$ cat src/rtl/timer1_params.svh
`ifndef TIMER1_PARAMS_SVH
`define TIMER1_PARAMS_SVH

// Register word indices, decoded from haddr[4:2]
`define OFS_CONTROL 3'h0
`define OFS_COUNT_LOW 3'h1
`define OFS_COUNT_HIGH 3'h2
`define OFS_STATUS 3'h3
`define ADDR_IDX_LSB 2
`define ADDR_IDX_MSB 4

// Control register fields
`define CTL_COUNT_ON 0
`define CTL_SOURCE_SEL 1
`define CTL_SYNC_BYPASS 2
`define CTL_OSC_ENABLE 3
`define CTL_PRESCALE_LSB 4
`define CTL_PRESCALE_MSB 5
`define CTL_WIDE_ACCESS 7
`define CTL_WRITE_MASK 8'hbf
`define CTL_RESET 8'h00

// Status register fields
`define STS_OVERFLOW_FLAG 0
`define STS_OVERFLOW_IRQ_EN 1

// Compare unit mode that clears the counter
`define COMPARE_MODE_TRIGGER 4'hb

// Instruction clock is the system clock divided by this count
`define INSTR_CLOCK_DIV 4

`endif

$ cat src/rtl/timer1_pkg.sv
package timer1_pkg;

  typedef logic [7:0] byte_t;
  typedef logic [15:0] count_t;

  typedef struct packed {
    logic sync_stage1;
    logic sync_stage2;
    logic level_prev;
  } edge_state_t;

  typedef struct packed {
    logic [1:0] instr_div;
    logic [2:0] prescale;
    count_t count;
    byte_t high_buffer;
    byte_t control;
    logic overflow_flag;
    logic overflow_irq_enable;
    logic wr_pending;
    logic [2:0] wr_index;
    logic [31:0] hrdata;
    logic hreadyout;
    logic hresp;
    logic overflow_irq;
    logic adc_start;
    logic osc_run;
    logic osc_in_oe_n;
    logic osc_out_oe_n;
  } timer_state_t;

endpackage

$ cat src/rtl/timer1_top.sv
// Function
// - Counter advances only while count_on is set; clearing it stops counting.
// - Power-on reset stops counter, control reads zero; other resets keep count/control.
// - Sixteen-bit count; rollover from ffff to 0000 latches overflow_flag.
// - Interrupt request only with overflow_irq_enable; flag latched regardless.
// - Prescale field divides input: 1, 2, 4 or 8.
// - source_select 0 counts instruction clock, 1 counts external rising edges.
// - ext_sync_bypass picks synced or unsynced external counting; ignored internally.
// - Oscillator enable forces both oscillator pins to inputs.
// - Low-power oscillator keeps running during sleep.
// - Without wide access, both count bytes are read and written directly.
// - With wide access, low-byte read copies live high byte into buffer.
// - With wide access, high write loads buffer; low write moves it live.
// - Low-byte write clears prescaler; high-byte write leaves it alone.
// - Compare mode 1011 trigger clears counter and starts enabled conversion.
// - Trigger clear never sets overflow_flag.
// - Software count write in the trigger cycle wins over the clear.
// - In compare mode 1011, compare value pair acts as period: counter clears to zero on match.
`timescale 1ns/1ps
`default_nettype none
`include "timer1_params.svh"

module timer1_top #(
  parameter int INSTR_DIV = `INSTR_CLOCK_DIV
) (
  input wire logic clk,
  input wire logic rst_n,
  input wire logic other_reset,
  input wire logic sleep,
  input wire logic hsel,
  input wire logic [31:0] haddr,
  input wire logic [1:0] htrans,
  input wire logic hwrite,
  input wire logic [2:0] hsize,
  input wire logic [31:0] hwdata,
  input wire logic hready,
  output logic [31:0] hrdata,
  output logic hreadyout,
  output logic hresp,
  input wire logic ext_count_pin,
  input wire logic osc_in_dir,
  input wire logic osc_out_dir,
  input wire logic [3:0] compare_mode_field,
  input wire timer1_pkg::count_t compare_value_pair,
  input wire logic adc_enable,
  output logic adc_start,
  output logic overflow_irq,
  output logic osc_run,
  output logic osc_in_oe_n,
  output logic osc_out_oe_n
);
  import timer1_pkg::*;

  if (INSTR_DIV != 4) begin : g_div_check
    $error("INSTR_DIV must be 4: divider is two bits wide");
  end

  timer_state_t s;
  timer_state_t next_s;
  logic [1:0] rst_sync;
  logic rst_int_n;
  logic ext_sync_rise;
  logic ext_raw_rise;

  // Release the asynchronous reset cleanly
  always_ff @(posedge clk or negedge rst_n) begin
    if (!rst_n) begin
      rst_sync <= 2'h0;
    end else begin
      rst_sync <= {rst_sync[0], 1'b1};
    end
  end
  assign rst_int_n = rst_sync[1];

  edge_sync u_edge_sync (
    .clk(clk),
    .rst_n(rst_int_n),
    .pin(ext_count_pin),
    .sync_rise(ext_sync_rise),
    .raw_rise(ext_raw_rise)
  );

  function automatic logic [2:0] prescale_limit(input logic [1:0] sel);
    unique case (sel)
      2'h0: prescale_limit = 3'h0;
      2'h1: prescale_limit = 3'h1;
      2'h2: prescale_limit = 3'h3;
      2'h3: prescale_limit = 3'h7;
    endcase
  endfunction

  function automatic logic [2:0] reg_index(input logic [31:0] addr);
    reg_index = addr[`ADDR_IDX_MSB:`ADDR_IDX_LSB];
  endfunction

  logic accept;
  logic rd_accept;
  logic wide;
  logic on;
  logic ext_src;
  logic source_event;
  logic tick;
  logic trigger;
  logic count_written;
  logic overflow;
  logic [2:0] rd_index;
  byte_t wbyte;

  always_comb begin
    next_s = s;
    next_s.adc_start = 1'b0;
    next_s.hreadyout = 1'b1;
    next_s.hresp = 1'b0;
    wide = s.control[`CTL_WIDE_ACCESS];
    on = s.control[`CTL_COUNT_ON];
    ext_src = s.control[`CTL_SOURCE_SEL];
    wbyte = hwdata[7:0];
    count_written = 1'b0;
    overflow = 1'b0;

    // Instruction clock enable; halted in sleep
    next_s.instr_div = s.instr_div + 2'h1;

    // Unsynced edges still reach the counter in sleep; synced ones need the clock
    if (ext_src) begin
      if (s.control[`CTL_SYNC_BYPASS]) begin
        source_event = ext_raw_rise;
      end else begin
        source_event = ext_sync_rise & ~sleep;
      end
    end else begin
      source_event = (s.instr_div == 2'h3) & ~sleep;
    end

    // Prescaler only runs while enabled
    tick = 1'b0;
    if (on && source_event) begin
      if (s.prescale == prescale_limit(s.control[`CTL_PRESCALE_MSB:`CTL_PRESCALE_LSB])) begin
        next_s.prescale = 3'h0;
        tick = 1'b1;
      end else begin
        next_s.prescale = s.prescale + 3'h1;
      end
    end

    // Compare match acts as period register
    trigger = (compare_mode_field == `COMPARE_MODE_TRIGGER) &&
              (s.count == compare_value_pair);

    if (trigger) begin
      next_s.count = 16'h0000;
      next_s.adc_start = adc_enable;
    end else if (tick) begin
      next_s.count = s.count + 16'h0001;
      overflow = (s.count == 16'hffff);
    end
    // Trigger path leaves overflow low by construction

    // Data phase of a write
    if (s.wr_pending) begin
      unique case (s.wr_index)
        `OFS_CONTROL: begin
          next_s.control = wbyte & `CTL_WRITE_MASK;
        end
        `OFS_COUNT_LOW: begin
          count_written = 1'b1;
          next_s.prescale = 3'h0;
          if (wide) begin
            next_s.count = {s.high_buffer, wbyte};
          end else begin
            next_s.count = {s.count[15:8], wbyte};
          end
        end
        `OFS_COUNT_HIGH: begin
          // Prescaler intentionally untouched here
          if (wide) begin
            next_s.high_buffer = wbyte;
          end else begin
            count_written = 1'b1;
            // Low byte must survive a same-cycle trigger clear
            next_s.count = {wbyte, trigger ? s.count[7:0] : next_s.count[7:0]};
          end
        end
        `OFS_STATUS: begin
          if (wbyte[`STS_OVERFLOW_FLAG]) begin
            next_s.overflow_flag = 1'b0;
          end
          next_s.overflow_irq_enable = wbyte[`STS_OVERFLOW_IRQ_EN];
        end
        default: begin
        end
      endcase
    end

    // Written value wins; the clear from trigger is discarded
    if (count_written && trigger) begin
      next_s.adc_start = next_s.adc_start;
    end

    // Set wins over a same-cycle software clear
    if (overflow && !count_written) begin
      next_s.overflow_flag = 1'b1;
    end

    // Address phase
    accept = hsel & hready & htrans[1];
    rd_accept = accept & ~hwrite;
    rd_index = reg_index(haddr);
    next_s.wr_pending = accept & hwrite;
    next_s.wr_index = rd_index;
    if (rd_accept) begin
      unique case (rd_index)
        `OFS_CONTROL: next_s.hrdata = {24'h0, s.control};
        `OFS_COUNT_LOW: begin
          next_s.hrdata = {24'h0, s.count[7:0]};
          if (wide) begin
            next_s.high_buffer = s.count[15:8];
          end
        end
        `OFS_COUNT_HIGH: begin
          if (wide) begin
            next_s.hrdata = {24'h0, s.high_buffer};
          end else begin
            next_s.hrdata = {24'h0, s.count[15:8]};
          end
        end
        `OFS_STATUS: begin
          next_s.hrdata = {30'h0, s.overflow_irq_enable, s.overflow_flag};
        end
        default: next_s.hrdata = 32'h0;
      endcase
    end

    // Non-power-on reset clears flags and prescaler, keeps count and control
    if (other_reset) begin
      next_s.overflow_flag = 1'b0;
      next_s.overflow_irq_enable = 1'b0;
      next_s.prescale = 3'h0;
    end

    next_s.overflow_irq = next_s.overflow_flag & next_s.overflow_irq_enable;
    // Oscillator enable ignores sleep so time keeps advancing
    next_s.osc_run = next_s.control[`CTL_OSC_ENABLE];
    if (next_s.control[`CTL_OSC_ENABLE]) begin
      next_s.osc_in_oe_n = 1'b1;
      next_s.osc_out_oe_n = 1'b1;
    end else begin
      next_s.osc_in_oe_n = osc_in_dir;
      next_s.osc_out_oe_n = osc_out_dir;
    end
  end

  always_ff @(posedge clk or negedge rst_int_n) begin
    if (!rst_int_n) begin
      s <= '0;
      s.control <= `CTL_RESET;
      s.hreadyout <= 1'b1;
      s.osc_in_oe_n <= 1'b1;
      s.osc_out_oe_n <= 1'b1;
    end else begin
      s <= next_s;
    end
  end

  assign hrdata = s.hrdata;
  assign hreadyout = s.hreadyout;
  assign hresp = s.hresp;
  assign adc_start = s.adc_start;
  assign overflow_irq = s.overflow_irq;
  assign osc_run = s.osc_run;
  assign osc_in_oe_n = s.osc_in_oe_n;
  assign osc_out_oe_n = s.osc_out_oe_n;

  logic unused_ok;
  assign unused_ok = ^{hsize, hwdata[31:8], haddr[31:5], haddr[1:0]};

endmodule

`default_nettype wire

$ cat src/rtl/edge_sync.sv
`timescale 1ns/1ps
`default_nettype none

module edge_sync (
  input wire logic clk,
  input wire logic rst_n,
  input wire logic pin,
  output logic sync_rise,
  output logic raw_rise
);
  import timer1_pkg::*;

  edge_state_t s;
  edge_state_t next_s;
  logic raw_prev;

  // Stage one feeds stage two only
  always_comb begin
    next_s = s;
    next_s.sync_stage1 = pin;
    next_s.sync_stage2 = s.sync_stage1;
    next_s.level_prev = s.sync_stage2;
  end

  always_ff @(posedge clk or negedge rst_n) begin
    if (!rst_n) begin
      s <= '0;
      raw_prev <= 1'b0;
    end else begin
      s <= next_s;
      raw_prev <= pin;
    end
  end

  assign sync_rise = s.sync_stage2 & ~s.level_prev;
  // Unsynchronised path: two flops less latency, no metastability guard
  assign raw_rise = pin & ~raw_prev;

endmodule

`default_nettype wire

$ cat config.mk
export PLATFORM = sky130hd
export DESIGN_NAME = timer1_top
export DESIGN_NICKNAME = d
export VERILOG_FILES = /design/src/rtl/timer1_pkg.sv /design/src/rtl/timer1_top.sv /design/src/rtl/edge_sync.sv
export VERILOG_INCLUDE_DIRS = /design/src /design/src/rtl
export SDC_FILE = /design/constraint.sdc
export NUM_CORES = 1
export LEC_CHECK = 0
export BUFFER_PORTS_ARGS = -buffer_cell sky130_fd_sc_hd__buf_2
export CORE_MARGIN = 2
export CORE_UTILIZATION = 45
export DETAILED_ROUTE_END_ITERATION = 6
export PLACE_DENSITY = 0.86
export SYNTH_ARGS = -nofsm -noshare
export SYNTH_HDL_FRONTEND = slang
export SYNTH_SLANG_ARGS = --single-unit
$ cat constraint.sdc
create_clock -name clk -period 1.7 [get_ports clk]
set_input_delay 0.085 -clock clk [delete_from_list [all_inputs] [get_ports clk]]
set_output_delay 0.085 -clock clk [all_outputs]
set_load 0.1 [all_outputs]
==> run_summary.xml <==
<?xml version="1.0" encoding="UTF-8"?>
<metrics>
  <group name="run_status">
    <metric name="run_status" unit="">finished with violations</metric>
    <metric name="violations" unit="">setup timing</metric>
  </group>
  <group name="clock_tree">
    <metric name="cts_max_path_buffers" unit="">2</metric>
    <metric name="clk-insertion-delay-late" unit="ps">340</metric>
    <metric name="cts_tree" unit="">yes</metric>
    <metric name="path_clk_slew" unit="ps">70</metric>
    <metric name="cts.sink_count" unit="">59</metric>
    <metric name="clock-root-buffer" unit="">clkbuf_8</metric>
    <metric name="clock_tree.htree_level_count" unit="">3</metric>
    <metric name="cts_inserted_buffers" unit="">9</metric>
  </group>
  <group name="logic_synthesis">
    <metric name="synth_ff_type" unit="">dfrtp_1</metric>
    <metric name="synth_enable_flop_cells" unit="">0</metric>
    <metric name="postSynthCellCount" unit="">406</metric>
    <metric name="synth-seq-area-share" unit="%">38.80</metric>
    <metric name="synth_cell_type_count" unit="">65</metric>
    <metric name="average_size_of_a_mapped_cell" unit="µm²">9.387</metric>
    <metric name="synth_top_family_by_area" unit="">compound AO/OA/AOI/OAI gates</metric>
    <metric name="arithmetic_cell_share_of_the_synthesized_area_counting_full_adders_half_adders_and_majority_gates" unit="%">0.9849</metric>
    <metric name="muxShareOfSynthArea" unit="%">7.190</metric>
    <metric name="synth-xor-area-share" unit="%">3.907</metric>
    <metric name="synth_async_sr_flop_share" unit="%">100.0</metric>
    <metric name="synthSimpleGateAreaFrac" unit="%">17.86</metric>
    <metric name="postSynthRegisterBits" unit="">59</metric>
    <metric name="syn_area" unit="µm²">3811</metric>
    <metric name="synthesis.yosys.warnings" unit="">0</metric>
    <metric name="synth_compound_gate_area_share" unit="%">19.37</metric>
  </group>
  <group name="route">
    <metric name="wl_per_cell" unit="µm">18.16</metric>
    <metric name="detailedRoute.firstIterationViolations" unit="">421</metric>
    <metric name="drt.antenna.violating_nets" unit="">0</metric>
    <metric name="totalWireLength" unit="µm">11590</metric>
    <metric name="drt-vias-per-instance" unit="">5.674</metric>
    <metric name="firstDrtPassIters" unit="">5</metric>
    <metric name="detail_route.drc_violations" unit="">0</metric>
    <metric name="via_count_of_the_routed_design" unit="">3620</metric>
  </group>
  <group name="grt">
    <metric name="wire_length_of_the_first_global_routing_pass" unit="µm">17950</metric>
    <metric name="grt_start_max_net_pins" unit="">58</metric>
    <metric name="grt_antenna_before_repair" unit="">0</metric>
    <metric name="global_route.overflow_total" unit="">0</metric>
    <metric name="grt_usage" unit="%">25.84</metric>
    <metric name="first_global_vias" unit="">3636</metric>
  </group>
  <group name="timing">
    <metric name="worst_clock_skew" unit="ps">6.456</metric>
    <metric name="fin_hold_ws" unit="ps">14.60</metric>
    <metric name="layout_setup_ws" unit="ps">-497.3</metric>
    <metric name="number_of_failing_hold_endpoints_at_the_final_stage" unit="">0</metric>
    <metric name="period_share" unit="%">129.3</metric>
    <metric name="highest_attainable_clock_frequency" unit="MHz">455.1</metric>
    <metric name="final_period_minus_worst_setup_slack" unit="ps">2197</metric>
    <metric name="max_slew_violation_count" unit="">0</metric>
    <metric name="setup_viols_final" unit="">22</metric>
    <metric name="rsz_0062_raised_after_global_routing" unit="">true</metric>
  </group>
  <group name="floorplan">
    <metric name="design.portCount" unit="">139</metric>
    <metric name="start_util" unit="%">46.38</metric>
    <metric name="die_width" unit="µm">96.03</metric>
    <metric name="coreArea" unit="µm²">8217</metric>
    <metric name="fp.dieH" unit="µm">96.03</metric>
    <metric name="floorplan.die_area" unit="µm²">9222</metric>
    <metric name="rows" unit="">33</metric>
  </group>
  <group name="job">
    <metric name="max_cap_viol_count" unit="">0</metric>
  </group>
  <group name="critical_path">
    <metric name="cp.buffers_inverters" unit="">1</metric>
    <metric name="launching_instance_or_port_of_the_critical_path" unit="">s[49]</metric>
    <metric name="critical-path-max-stage-delay" unit="ps">540</metric>
    <metric name="timing.critical_path.from_type" unit="">register</metric>
    <metric name="required_arrival_time_at_the_worst_endpoint" unit="ps">1930</metric>
    <metric name="crit_path_end_kind" unit="">register</metric>
    <metric name="timing.critical_path.arrival" unit="ps">2430</metric>
    <metric name="crit_path_class" unit="">register to register</metric>
    <metric name="critical_path_peak_fanout" unit="">6</metric>
    <metric name="crit-reg2reg-launch" unit="">s[49]</metric>
    <metric name="crit_chain" unit="">or4_4 -&gt; a21o_4 -&gt; a2111oi_4 -&gt; buf_4 -&gt; and3_4 -&gt; a31o_1 -&gt; a2bb2oi_2</metric>
    <metric name="crit_slowest_cell" unit="">or4_4</metric>
    <metric name="worst_path_dominant_cell_family" unit="">compound AO/OA/AOI/OAI gates</metric>
  </group>
  <group name="layout">
    <metric name="final_net_count" unit="">631</metric>
    <metric name="footprint_of_the_multi_input_gates" unit="µm²">2205</metric>
    <metric name="final-instance-count-excl-fill" unit="">638</metric>
    <metric name="n_antenna_cell" unit="">0</metric>
    <metric name="utilization" unit="%">61.87</metric>
    <metric name="fillCellCount" unit="">650</metric>
    <metric name="seq_area" unit="µm²">1481</metric>
    <metric name="layout-drive-gt1-share" unit="%">38.65</metric>
    <metric name="synth_to_layout_area_growth" unit="%">33.39</metric>
  </group>
  <group name="power_and_ir_drop">
    <metric name="finalPower" unit="mW">4.959</metric>
    <metric name="power-per-cell-area" unit="nW/µm²">975.4</metric>
    <metric name="power.switching_fraction" unit="%">38.99</metric>
    <metric name="internal_power" unit="mW">3.026</metric>
    <metric name="seq_power_share" unit="%">36.0</metric>
    <metric name="total_switching_power" unit="mW">1.933</metric>
    <metric name="share_comb_of_total_power" unit="%">36.5</metric>
    <metric name="max-vdd-ir-drop" unit="mV">0.3699</metric>
    <metric name="p_leak" unit="nW">2.437</metric>
    <metric name="power.clock.fraction" unit="%">27.6</metric>
  </group>
  <group name="place">
    <metric name="count_of_input_and_output_buffers" unit="">55</metric>
    <metric name="dp_hpwl" unit="µm">8489</metric>
    <metric name="globalplace.congestion" unit="">0.9905</metric>
    <metric name="place_inst" unit="">610</metric>
    <metric name="preCtsSetupSlack" unit="ps">-500.5</metric>
  </group>
  <group name="worst_hold_path">
    <metric name="hp-class" unit="">input pin to register</metric>
    <metric name="hold_path_origin" unit="">hwdata[7]</metric>
  </group>
</metrics>
-- cells in the final DEF, fill, tap and decap left out, types with 11 or more instances in the layout --
cell type  instances
buf_4             69
conb_1            27
nand2_1           22
nand3_1           11
o21ai_0           13
inv_1             16
clkbuf_8          12
a21oi_1           20
dfrtp_1           55
xor2_1            13
nor2_1            26
mux2i_1           15
buf_2             55
-- power by group through the flow --
stage               Clock (mW)  Sequential (mW)  Combinational [mW]
finish                    1.37             1.78                1.81
floorplan                    0             1.85                1.16
CTS                       1.37             1.77                1.73
detailed placement           0             1.80                1.67
global route              1.44             1.80                1.91
global placement             0             1.79                1.63
-- final timing paths --
check,endpoint,slack (ps),cells past startpoint
setup / recovery,s[70],-500,7
hold / removal,s[52],10,3
setup reg to reg,s[70],-500,7
hold reg to reg,osc_run,260,1
max in group asynchronous,osc_in_oe_n,1160,1
min in group asynchronous,rst_sync[0],50,2
-- cells in the mapped netlist, types with 4 or more instances --
master	count	share of area (%)
a211oi_1	6	1.2
a21oi_1	23	3.0
a22oi_1	6	1.2
a31oi_1	10	1.6
and3_1	10	1.6
buf_2	4	0.53
buf_4	36	7.1
clkbuf_1	11	1.1
dfrtp_1	57	37
inv_1	16	1.6
mux2_2	7	2.1
mux2i_1	15	3.9
nand2_1	22	2.2
nand2b_1	5	0.82
nand3_1	11	1.4
nand4_1	10	1.6
nor2_1	30	3.0
nor2b_1	5	0.82
nor3_1	6	0.79
nor4_1	5	0.82
o211ai_1	5	0.99
o21ai_0	14	1.8
o21ai_1	8	1.1
xor2_1	14	3.2
-- area by class of cell --
| cell class | instances | share of cell area, % |
|---|---|---|
| clock buffers | 12 | 3.249 |
| clock inverters | 4 | 0.9353 |
| inverters | 16 | 1.181 |
| multi-input cells | 300 | 43.37 |
| flip-flops and latches | 59 | 29.14 |
| well taps | 105 | 2.584 |
| repair buffers | 142 | 19.54 |
-- logic make-up (layout without fill, tap and decap cells) --
family	count (synthesis)	in the layout
and+or+nand+nor	126	126
AOI/OAI and AO/OA	103	103
buffers and inverters	72	174
DFF	59	59
muxes	24	24
xor gates and xnor gates	17	17
adders and majority gates	3	3
other	2	27
-- state kept, by name, summed over array words and instances, names as in the netlist --
name                cells
on                      1
u_edge_sync.s           1
overflow_irq            1
adc_start               1
ext_src                 1
hrdata                  8
osc_run                 1
osc_in_oe_n             1
u_edge_sync.next_s      2
rst_sync                2
osc_out_oe_n            1
s                      39
-- routing by layer --
layer | GRT usage, % | routed length, µm | vias to the layer above
met3 | 4.855 | 689 | 47
met5 | 0 | 0 | -
met2 | 43.58 | 5749 | 183
met1 | 30.87 | 4582 | 1739
li1 | - | - | 1651
met4 | 14.40 | 563 | 0
-- worst reg2reg max path: cells and delay by family, from the launching register on --
family          cells  cell delay, ps
flops               1             390
buf+inv             1             200
simple gates        2             730
compound gates      4             770
-- stage by stage --
step | area [µm²] | setup TNS [ps]
after floorplan | 3960 | -6407
after global placement | 4521 | -7852
after detailed placement | 4521 | -9485
after CTS | 4947 | -7381
after global routing | 5084 | -9553
final | 5084 | -8007
-- what timing repair did --
action                                  in CTS  in global routing
pin swaps                                   26                  5
hold buffers                                 9                  0
hold endpoints to repair                    11                  0
buffers inserted                             2                  1
endpoints found under the setup margin      23                 23
gates resized for setup                     26                 18
Power figures use the tool's default switching activity.
